**src/logic/usf_regs.svh**
```systemverilog
`ifndef USF_REGS_SVH
`define USF_REGS_SVH

// byte addresses of the register words
`define USF_STATUS_ADDR 32'h0000_44a4
`define USF_CTRL_ADDR 32'h0000_44c0

// status word field positions
`define USF_BIT_CTS 0
`define USF_BIT_RX_VALID 1
`define USF_BIT_TX_SPACE 2
`define USF_BIT_RX_OVERRUN 3
`define USF_BIT_RX_FRAMING 4
`define USF_BIT_RX_PARITY 5
`define USF_BIT_TX_IDLE 6
`define USF_STATUS_WIDTH 16

// status word reset value: only tx idle reads one
`define USF_STATUS_RESET 16'h0040

// control word fields and reset value
`define USF_BIT_FLOW_EN 0
`define USF_CTRL_RESET 1'h0

// sticky flag indices inside the flag array
`define USF_FLAG_PARITY 0
`define USF_FLAG_FRAMING 1
`define USF_FLAG_OVERRUN 2
`define USF_NUM_FLAGS 3

// axi response codes
`define USF_RESP_OKAY 2'h0
`define USF_RESP_SLVERR 2'h2
`define USF_RESP_DECERR 2'h3

`endif

```
**src/logic/usf_pkg.sv**
```systemverilog
package usf_pkg;

  // write channel sequencing; one bit changes per step except idle to resp and resp back to idle
  typedef enum logic [1:0] {
    USF_WR_IDLE = 2'h0,
    USF_WR_HAVE_AW = 2'h1,
    USF_WR_RESP = 2'h3,
    USF_WR_HAVE_W = 2'h2
  } usf_wr_state_e;

  // register selected by an address
  typedef enum logic [1:0] {
    USF_SEL_NONE = 2'h0,
    USF_SEL_STATUS = 2'h1,
    USF_SEL_CTRL = 2'h2
  } usf_sel_e;

  // state handed over by the rest of the serial unit
  typedef struct packed {
    logic tx_fifo_empty;
    logic tx_ser_idle;
    logic tx_fifo_room;
    logic rx_fifo_has_data;
    logic rx_char_push;
    logic rx_char_parity_err;
    logic rx_char_frame_err;
    logic rx_overrun_evt;
    logic data_port_rd;
    logic cts_n;
  } usf_uart_state_s;

endpackage

```
**src/logic/usf_flag_cell.sv**
```systemverilog
`timescale 1ns/1ps

module usf_flag_cell (
  input wire logic aclk, // system clock
  input wire logic aresetn, // sync reset, active low
  input wire logic set_evt, // hardware event
  input wire logic clr_evt, // clear request
  output logic flag // sticky flag
);

  logic flag_reg;
  logic flag_next;

  // set wins over clear so a coincident event is kept
  assign flag_next = set_evt | (flag_reg & ~clr_evt);
  assign flag = flag_reg;

  // sticky storage
  always_ff @(posedge aclk) begin
    if (!aresetn) begin
      flag_reg <= 1'b0;
    end else begin
      flag_reg <= flag_next;
    end
  end

endmodule

```
**src/logic/usf_status.sv**
```systemverilog
// The AXI4-Lite interface to the registers is this design's own decision.
`timescale 1ns/1ps
`include "usf_regs.svh"

// Operation
// - parity error flag bit 5 sets when a parity-errored character enters rx fifo.
// - parity error flag clears on any software read of serial data port; here a parity-errored character entering that cycle keeps it set.
// - framing error flag bit 4 sets when a framing-errored character enters rx fifo.
// - framing error flag clears on any software read of serial data port; here a framing-errored character entering that cycle keeps it set.
module usf_status (
  input wire logic aclk, // system clock
  input wire logic aresetn, // sync reset, active low
  input wire usf_pkg::usf_uart_state_s uart_in, // serial unit state
  input wire logic [31:0] s_axi_awaddr, // write address
  input wire logic [2:0] s_axi_awprot, // ignored
  input wire logic s_axi_awvalid, // write address valid
  output logic s_axi_awready, // write address ready
  input wire logic [31:0] s_axi_wdata, // write data
  input wire logic [3:0] s_axi_wstrb, // byte enables
  input wire logic s_axi_wvalid, // write data valid
  output logic s_axi_wready, // write data ready
  output logic [1:0] s_axi_bresp, // write response
  output logic s_axi_bvalid, // write response valid
  input wire logic s_axi_bready, // write response ready
  input wire logic [31:0] s_axi_araddr, // read address
  input wire logic [2:0] s_axi_arprot, // ignored
  input wire logic s_axi_arvalid, // read address valid
  output logic s_axi_arready, // read address ready
  output logic [31:0] s_axi_rdata, // read data
  output logic [1:0] s_axi_rresp, // read response
  output logic s_axi_rvalid, // read data valid
  input wire logic s_axi_rready, // read data ready
  output logic [`USF_STATUS_WIDTH-1:0] uart_status_word // status word mirror
);

  // word decode, shared by read and write channels
  function automatic usf_pkg::usf_sel_e usf_decode(input logic [31:0] addr);
    usf_pkg::usf_sel_e sel;
    sel = usf_pkg::USF_SEL_NONE;
    if (addr[31:2] == 30'(`USF_STATUS_ADDR >> 2)) begin
      sel = usf_pkg::USF_SEL_STATUS;
    end
    if (addr[31:2] == 30'(`USF_CTRL_ADDR >> 2)) begin
      sel = usf_pkg::USF_SEL_CTRL;
    end
    return sel;
  endfunction

  // sticky error flags
  logic [`USF_NUM_FLAGS-1:0] flag_set;
  logic [`USF_NUM_FLAGS-1:0] flag_clr;
  logic [`USF_NUM_FLAGS-1:0] flag_val;

  // characters entering the rx fifo raise their error flags; an overrun event raises the overrun flag
  assign flag_set[`USF_FLAG_PARITY] = uart_in.rx_char_push & uart_in.rx_char_parity_err;
  assign flag_set[`USF_FLAG_FRAMING] = uart_in.rx_char_push & uart_in.rx_char_frame_err;
  assign flag_set[`USF_FLAG_OVERRUN] = uart_in.rx_overrun_evt;
  // a data port read clears all three; no status write needed
  assign flag_clr[`USF_FLAG_PARITY] = uart_in.data_port_rd;
  assign flag_clr[`USF_FLAG_FRAMING] = uart_in.data_port_rd;
  assign flag_clr[`USF_FLAG_OVERRUN] = uart_in.data_port_rd;

  // one sticky cell per flag
  genvar gi;
  generate
    for (gi = 0; gi < `USF_NUM_FLAGS; gi = gi + 1) begin : g_flag
      usf_flag_cell u_cell (
        .aclk(aclk),
        .aresetn(aresetn),
        .set_evt(flag_set[gi]),
        .clr_evt(flag_clr[gi]),
        .flag(flag_val[gi])
      );
    end
  endgenerate

  // control word: flow enable
  logic flow_en_reg;
  logic flow_en_next;

  // cts reads asserted while flow control is off, as the transmitter sees it
  logic cts_state;
  assign cts_state = flow_en_reg ? ~uart_in.cts_n : 1'b1;

  // assembled status, registered so reads see a clean word
  logic [`USF_STATUS_WIDTH-1:0] status_reg;
  logic [`USF_STATUS_WIDTH-1:0] status_next;

  always_comb begin
    status_next = '0;
    status_next[`USF_BIT_TX_IDLE] = uart_in.tx_fifo_empty & uart_in.tx_ser_idle;
    status_next[`USF_BIT_RX_PARITY] = flag_val[`USF_FLAG_PARITY];
    status_next[`USF_BIT_RX_FRAMING] = flag_val[`USF_FLAG_FRAMING];
    status_next[`USF_BIT_RX_OVERRUN] = flag_val[`USF_FLAG_OVERRUN];
    status_next[`USF_BIT_TX_SPACE] = uart_in.tx_fifo_room;
    status_next[`USF_BIT_RX_VALID] = uart_in.rx_fifo_has_data;
    status_next[`USF_BIT_CTS] = cts_state;
  end

  // status word register; tx idle resets to one
  always_ff @(posedge aclk) begin
    if (!aresetn) begin
      status_reg <= `USF_STATUS_RESET;
    end else begin
      status_reg <= status_next;
    end
  end

  assign uart_status_word = status_reg;

  // write channel: address and data accepted in either order
  usf_pkg::usf_wr_state_e wr_state_reg;
  usf_pkg::usf_wr_state_e wr_state_next;
  logic [31:0] waddr_reg;
  logic [31:0] wdata_reg;
  logic [3:0] wstrb_reg;
  logic [1:0] bresp_reg;
  logic [1:0] bresp_next;
  logic aw_fire;
  logic w_fire;
  logic wr_commit;
  logic [31:0] eff_waddr;
  logic [31:0] eff_wdata;
  logic [3:0] eff_wstrb;
  usf_pkg::usf_sel_e wsel;

  // ready while the matching half is still missing
  assign s_axi_awready = (wr_state_reg == usf_pkg::USF_WR_IDLE) |
                         (wr_state_reg == usf_pkg::USF_WR_HAVE_W);
  assign s_axi_wready = (wr_state_reg == usf_pkg::USF_WR_IDLE) |
                        (wr_state_reg == usf_pkg::USF_WR_HAVE_AW);
  assign aw_fire = s_axi_awvalid & s_axi_awready;
  assign w_fire = s_axi_wvalid & s_axi_wready;

  // use the half arriving now, else the held one
  assign eff_waddr = aw_fire ? s_axi_awaddr : waddr_reg;
  assign eff_wdata = w_fire ? s_axi_wdata : wdata_reg;
  assign eff_wstrb = w_fire ? s_axi_wstrb : wstrb_reg;
  assign wsel = usf_decode(eff_waddr);

  // next write state
  always_comb begin
    wr_state_next = wr_state_reg;
    case (wr_state_reg)
      usf_pkg::USF_WR_IDLE: begin
        if (aw_fire && w_fire) begin
          wr_state_next = usf_pkg::USF_WR_RESP;
        end else if (aw_fire) begin
          wr_state_next = usf_pkg::USF_WR_HAVE_AW;
        end else if (w_fire) begin
          wr_state_next = usf_pkg::USF_WR_HAVE_W;
        end
      end
      usf_pkg::USF_WR_HAVE_AW: begin
        if (w_fire) begin
          wr_state_next = usf_pkg::USF_WR_RESP;
        end
      end
      usf_pkg::USF_WR_HAVE_W: begin
        if (aw_fire) begin
          wr_state_next = usf_pkg::USF_WR_RESP;
        end
      end
      usf_pkg::USF_WR_RESP: begin
        if (s_axi_bready) begin
          wr_state_next = usf_pkg::USF_WR_IDLE;
        end
      end
      default: begin
        wr_state_next = usf_pkg::USF_WR_IDLE;
      end
    endcase
  end

  // the write takes effect the cycle both halves are in
  assign wr_commit = (wr_state_next == usf_pkg::USF_WR_RESP) &
                     (wr_state_reg != usf_pkg::USF_WR_RESP);

  // status is read only, so a write there is refused with slverr
  assign bresp_next = (wsel == usf_pkg::USF_SEL_CTRL) ? `USF_RESP_OKAY :
                      (wsel == usf_pkg::USF_SEL_STATUS) ? `USF_RESP_SLVERR :
                      `USF_RESP_DECERR;
  assign flow_en_next = (wr_commit && wsel == usf_pkg::USF_SEL_CTRL && eff_wstrb[0]) ?
                        eff_wdata[`USF_BIT_FLOW_EN] : flow_en_reg;

  // write channel registers
  always_ff @(posedge aclk) begin
    if (!aresetn) begin
      wr_state_reg <= usf_pkg::USF_WR_IDLE;
      waddr_reg <= 32'h0000_0000;
      wdata_reg <= 32'h0000_0000;
      wstrb_reg <= 4'h0;
      bresp_reg <= `USF_RESP_OKAY;
      flow_en_reg <= `USF_CTRL_RESET;
    end else begin
      wr_state_reg <= wr_state_next;
      waddr_reg <= eff_waddr;
      wdata_reg <= eff_wdata;
      wstrb_reg <= eff_wstrb;
      bresp_reg <= wr_commit ? bresp_next : bresp_reg;
      flow_en_reg <= flow_en_next;
    end
  end

  assign s_axi_bvalid = (wr_state_reg == usf_pkg::USF_WR_RESP);
  assign s_axi_bresp = bresp_reg;

  // read channel: one read in flight, answer one cycle after the address
  logic rvalid_reg;
  logic [31:0] rdata_reg;
  logic [1:0] rresp_reg;
  logic ar_fire;
  usf_pkg::usf_sel_e rsel;
  logic [31:0] rdata_next;
  logic [1:0] rresp_next;

  assign s_axi_arready = ~rvalid_reg;
  assign ar_fire = s_axi_arvalid & s_axi_arready;
  assign rsel = usf_decode(s_axi_araddr);
  // reading status has no side effect; only the data port clears flags
  assign rdata_next = (rsel == usf_pkg::USF_SEL_STATUS) ? {16'h0000, status_reg} :
                      (rsel == usf_pkg::USF_SEL_CTRL) ? {31'h0000_0000, flow_en_reg} :
                      32'h0000_0000;
  assign rresp_next = (rsel == usf_pkg::USF_SEL_NONE) ? `USF_RESP_DECERR : `USF_RESP_OKAY;

  // read channel registers
  always_ff @(posedge aclk) begin
    if (!aresetn) begin
      rvalid_reg <= 1'b0;
      rdata_reg <= 32'h0000_0000;
      rresp_reg <= `USF_RESP_OKAY;
    end else begin
      rvalid_reg <= ar_fire | (rvalid_reg & ~s_axi_rready);
      rdata_reg <= ar_fire ? rdata_next : rdata_reg;
      rresp_reg <= ar_fire ? rresp_next : rresp_reg;
    end
  end

  assign s_axi_rvalid = rvalid_reg;
  assign s_axi_rdata = rdata_reg;
  assign s_axi_rresp = rresp_reg;

endmodule

```
**config.mk**
```make
export PLATFORM = sky130hd
export DESIGN_NAME = usf_status
export DESIGN_NICKNAME = d
export VERILOG_FILES = /design/src/logic/usf_pkg.sv /design/src/logic/usf_flag_cell.sv /design/src/logic/usf_status.sv
export VERILOG_INCLUDE_DIRS = /design/src /design/src/logic
export SDC_FILE = /design/constraint.sdc
export NUM_CORES = 1
export LEC_CHECK = 0
export BUFFER_PORTS_ARGS = -buffer_cell sky130_fd_sc_hd__buf_2
export CORE_MARGIN = 5
export CORE_UTILIZATION = 38
export DETAILED_ROUTE_END_ITERATION = 16
export MAX_ROUTING_LAYER = met4
export PLACE_DENSITY = 0.77
export SYNTH_ARGS = -nofsm -noshare
export SYNTH_HDL_FRONTEND = slang
export SYNTH_HIERARCHICAL = 1
export SYNTH_SLANG_ARGS = --single-unit
export TNS_END_PERCENT = 5
```
**constraint.sdc**
```tcl
create_clock -name aclk -period 1.3 [get_ports aclk]
set_input_delay 0.065 -clock aclk [delete_from_list [all_inputs] [get_ports aclk]]
set_output_delay 0.065 -clock aclk [all_outputs]
set_load 0.05 [all_outputs]
```
==> report_table.html <==
<table>
<tr><th>Metric</th><th>Value</th></tr>
<tr><th colspan="2">Outcome</th></tr>
<tr><td>Run status</td><td>finished, violations left</td></tr>
<tr><td>Failing checks</td><td>setup timing</td></tr>
<tr><th colspan="2">CTS</th></tr>
<tr><td>Insertion delay of the later-clocked pin in the worst-skew pair</td><td>0.31 ns</td></tr>
<tr><td># clock sinks</td><td>56</td></tr>
<tr><td>Depth of the CTS H-tree</td><td>2</td></tr>
<tr><td>TritonCTS clock tree</td><td>done</td></tr>
<tr><td>Clock-pin transition on the worst setup and hold timing paths</td><td>0.11 ns</td></tr>
<tr><td>Root buffer selected by CTS</td><td>sky130_fd_sc_hd__clkbuf_8</td></tr>
<tr><td>Number of buffers inserted to repair setup after CTS</td><td>0</td></tr>
<tr><td>CTS Buffer Depth</td><td>2</td></tr>
<tr><td>Number of buffers inserted during clock tree synthesis</td><td>5</td></tr>
<tr><th colspan="2">Cells and area</th></tr>
<tr><td>Area Overhead vs Synth</td><td>34.39%</td></tr>
<tr><td>Area of all placed cells without fillers</td><td>0.003613 mm2</td></tr>
<tr><td>Largest register FFs</td><td>30</td></tr>
<tr><td>Total Nets Final</td><td>563</td></tr>
<tr><td>Highest-count cells in the layout ignoring fill and taps</td><td>100 x sky130_fd_sc_hd__buf_2, 70 x sky130_fd_sc_hd__nand2_1, 51 x sky130_fd_sc_hd__dfxtp_1</td></tr>
<tr><td>Number of inserted diodes</td><td>0</td></tr>
<tr><td>Most common cell after layout, fill and taps aside</td><td>sky130_fd_sc_hd__buf_2</td></tr>
<tr><td>Fin cells</td><td>537</td></tr>
<tr><td>Share of post-route cells with drive strength above 1</td><td>0.3628</td></tr>
<tr><th colspan="2">Synth</th></tr>
<tr><td>EDFF count, synth</td><td>0</td></tr>
<tr><td>Synth Instances</td><td>314</td></tr>
<tr><td>Post-Synthesis Cell Area</td><td>0.002689 mm2</td></tr>
<tr><td>Cell variety after synth</td><td>37</td></tr>
<tr><td>Post-synthesis register bit count</td><td>56</td></tr>
<tr><td>Yosys warnings</td><td>6</td></tr>
<tr><td>Average footprint of a synthesized cell</td><td>8.563 um2</td></tr>
<tr><td>Sequential cell area fraction in the yosys report</td><td>0.4169</td></tr>
<tr><td>Async set-or-reset flop fraction in the synthesized netlist</td><td>0</td></tr>
<tr><td>Primary flip-flop cell chosen by synthesis mapping</td><td>sky130_fd_sc_hd__dfxtp_1</td></tr>
<tr><th colspan="2">STA</th></tr>
<tr><td>Post-route clock skew</td><td>0.008692 ns</td></tr>
<tr><td>Clock period minus worst slack</td><td>1.562 ns</td></tr>
<tr><td>Final count of pins violating max slew</td><td>0</td></tr>
<tr><td>Worst setup slack after layout</td><td>-0.2617 ns</td></tr>
<tr><td>Final Setup Violations</td><td>2</td></tr>
<tr><td>Crit share post-route</td><td>1.201</td></tr>
<tr><td>Maximum operating frequency</td><td>0.6403 GHz</td></tr>
<tr><td>Setup repair after global routing missed its margin</td><td>true</td></tr>
<tr><td>Hold violation count in the final report</td><td>0</td></tr>
<tr><th colspan="2">Floorplan</th></tr>
<tr><td>Initial Util</td><td>0.3936</td></tr>
<tr><td>DIE AREA</td><td>0.008859 mm2</td></tr>
<tr><td>Width of the die</td><td>94.12 um</td></tr>
<tr><td>Std cell rows</td><td>30</td></tr>
<tr><td>Core area</td><td>0.006832 mm2</td></tr>
<tr><td>Vertical die dimension</td><td>94.12 um</td></tr>
<tr><td>Total I/O pin count</td><td>180</td></tr>
<tr><th colspan="2">Critical path</th></tr>
<tr><td>Critical Path Source Type</td><td>flop</td></tr>
<tr><td>Maximum fanout encountered on the critical timing path</td><td>2</td></tr>
<tr><td>Critical path capture point type</td><td>flop</td></tr>
<tr><td>Data required time at the worst endpoint</td><td>1.50 ns</td></tr>
<tr><td>Startpoint-to-endpoint class of the critical path</td><td>reg -&gt; reg</td></tr>
<tr><td>Source of the worst register-to-register timing path</td><td>waddr_reg[11]</td></tr>
<tr><td>Worst setup startpoint</td><td>waddr_reg[11]</td></tr>
<tr><td>Data arrival time of the worst path</td><td>1.76 ns</td></tr>
<tr><th colspan="2">Global route</th></tr>
<tr><td>Global-route wire length before repair</td><td>10460 um</td></tr>
<tr><td>Total Routing Usage GR</td><td>0.1503</td></tr>
<tr><td>Vias in the first global route</td><td>2346</td></tr>
<tr><td>Number of antenna violations at the first check in global routing</td><td>0</td></tr>
<tr><td>Maximum number of pins on one net before global-route repair</td><td>28</td></tr>
<tr><td>GR Overflow Total</td><td>0</td></tr>
<tr><th colspan="2">Placement</th></tr>
<tr><td>Weighted congestion at the end of routability-driven global placement</td><td>0.7965</td></tr>
<tr><td>Placement Cell Area</td><td>0.003321 mm2</td></tr>
<tr><td>Number of buffers inserted by port buffering</td><td>101</td></tr>
<tr><td>Cells after DPL</td><td>519</td></tr>
<tr><td>Dpl hpwl</td><td>5402 um</td></tr>
<tr><th colspan="2">Power</th></tr>
<tr><td>Max IR drop VDD</td><td>787.3 uV</td></tr>
<tr><td>Power per cell area</td><td>1089 mW/mm2</td></tr>
<tr><td>LEAKAGE</td><td>1.604 nW</td></tr>
<tr><th colspan="2">Routing</th></tr>
<tr><td>Number of nets with antenna violations after detailed routing</td><td>0</td></tr>
<tr><td>Final routed wire length divided by cell count</td><td>12.55 um</td></tr>
<tr><td>Post-DR vias/cell</td><td>4.598</td></tr>
<tr><td>Total DRC errors in the routed layout</td><td>0</td></tr>
<tr><td>WL final</td><td>6738 um</td></tr>
<tr><td>Initial DRC count</td><td>66</td></tr>
<tr><td>Routed wl met3</td><td>609 um</td></tr>
<tr><td>Detailed route wirelength on metal2</td><td>3393 um</td></tr>
<tr><td>Vias</td><td>2469</td></tr>
<tr><td>Uppermost layer routed</td><td>met4</td></tr>
<tr><td>Post-route met1 wirelength</td><td>2711 um</td></tr>
<tr><td>Length of the first detailed-routing pass in iterations</td><td>4</td></tr>
<tr><th colspan="2">Worst hold path</th></tr>
<tr><td>Worst min-delay path class</td><td>in -&gt; reg</td></tr>
<tr><td>Hold Path Origin</td><td>s_axi_awaddr[29]</td></tr>
<tr><th colspan="2">Job</th></tr>
<tr><td>Max-cap violations</td><td>0</td></tr>
</table>
## power breakdown
part           switching, mW  leakage [nW]  internal (mW)
clock                  0.586        0.0600          0.585
combinational          0.594          1.08          0.309
sequential            0.0545         0.462           1.81
## layout make-up
type	count	area, um2
Timing Repair Buffer	134	784.5
Inverter	4	18.77
Sequential cell	56	1130
Fill cell	642	3218
Tap cell	96	120.1
Clock inverter	3	46.29
Multi-Input combinational cell	239	1445
Clock buffer	5	68.82
## final timing paths
| path | slack [ns] | cells after the start | endpoint |
|---|---|---|---|
| setup reg to reg | -0.26 | 5 | flow_en_reg |
| setup / recovery | -0.26 | 5 | flow_en_reg |
| hold reg to reg | 0.47 | 2 | waddr_reg[7] |
| hold / removal | 0.005 | 3 | waddr_reg[29] |
## layer usage
layer	up-vias	GRT usage
met5	-	-
met4	0	0.02527
met3	3	0.04087
met2	105	0.2756
met1	1110	0.1643
li1	1251	-
## per-stage QoR
| stage | utilization | TNS [ns] | total power, mW | hold WS, ns | setup slack, ns |
|---|---|---|---|---|---|
| after floorplan | - | -0.7299 | 2.539 | 0.1448 | -0.09341 |
| after global placement | 0.4861 | -0.9632 | 2.731 | 0.2558 | -0.2273 |
| after detailed placement | 0.4861 | -1.272 | 2.746 | 0.2550 | -0.2526 |
| after CTS | 0.5231 | -0.2586 | 3.938 | 0.0002156 | -0.2393 |
| after global routing | 0.5289 | -0.5700 | 4.131 | 0.0002948 | -0.3630 |
| final | 0.5289 | -0.2992 | 3.934 | 0.004806 | -0.2617 |
## repair_timing
item,CTS,global route
endpoints found under the setup margin,3,11
pin swaps,6,7
endpoints found under the hold margin,9,1
hold buffers,9,1
cloned,0,0
resized for setup,10,7
## logic make-up after synthesis
| group | count (synthesis) | share of synthesized area |
|---|---|---|
| multiplexers | 4 | 0.01582 |
| other | 1 | 0.001395 |
| buffers and inverters | 52 | 0.1224 |
| AO/OA/AOI/OAI | 60 | 0.1591 |
| AND/OR/NAND/NOR | 141 | 0.2843 |
| flip-flops | 56 | 0.4169 |
## critical path: stages, from the launching register on
cell                      delay (ns)
sky130_fd_sc_hd__dfxtp_2        0.35
sky130_fd_sc_hd__nor4_4         0.28
sky130_fd_sc_hd__nand4_1        0.15
sky130_fd_sc_hd__mux2i_1        0.22
sky130_fd_sc_hd__nand4_1        0.12
sky130_fd_sc_hd__mux2_1         0.32
## synth_stat cells, types with 4 or more instances
cell type,number,area (um2)
sky130_fd_sc_hd__o21ai_0,7,35.03
sky130_fd_sc_hd__nor2_1,7,26.28
sky130_fd_sc_hd__inv_1,4,15.01
sky130_fd_sc_hd__a21oi_1,5,25.02
sky130_fd_sc_hd__dfxtp_1,56,1121
sky130_fd_sc_hd__nand2_1,71,266.5
sky130_fd_sc_hd__buf_4,35,262.8
sky130_fd_sc_hd__a21boi_0,32,240.2
sky130_fd_sc_hd__nor3b_1,5,37.54
sky130_fd_sc_hd__nand4_1,4,25.02
sky130_fd_sc_hd__nor4_1,16,100.1
sky130_fd_sc_hd__nor2b_1,11,68.82
sky130_fd_sc_hd__and2_1,9,56.30
sky130_fd_sc_hd__clkbuf_1,11,41.29
sky130_fd_sc_hd__a22oi_1,6,45.04
Note: power is estimated with default switching activity, not from simulation.
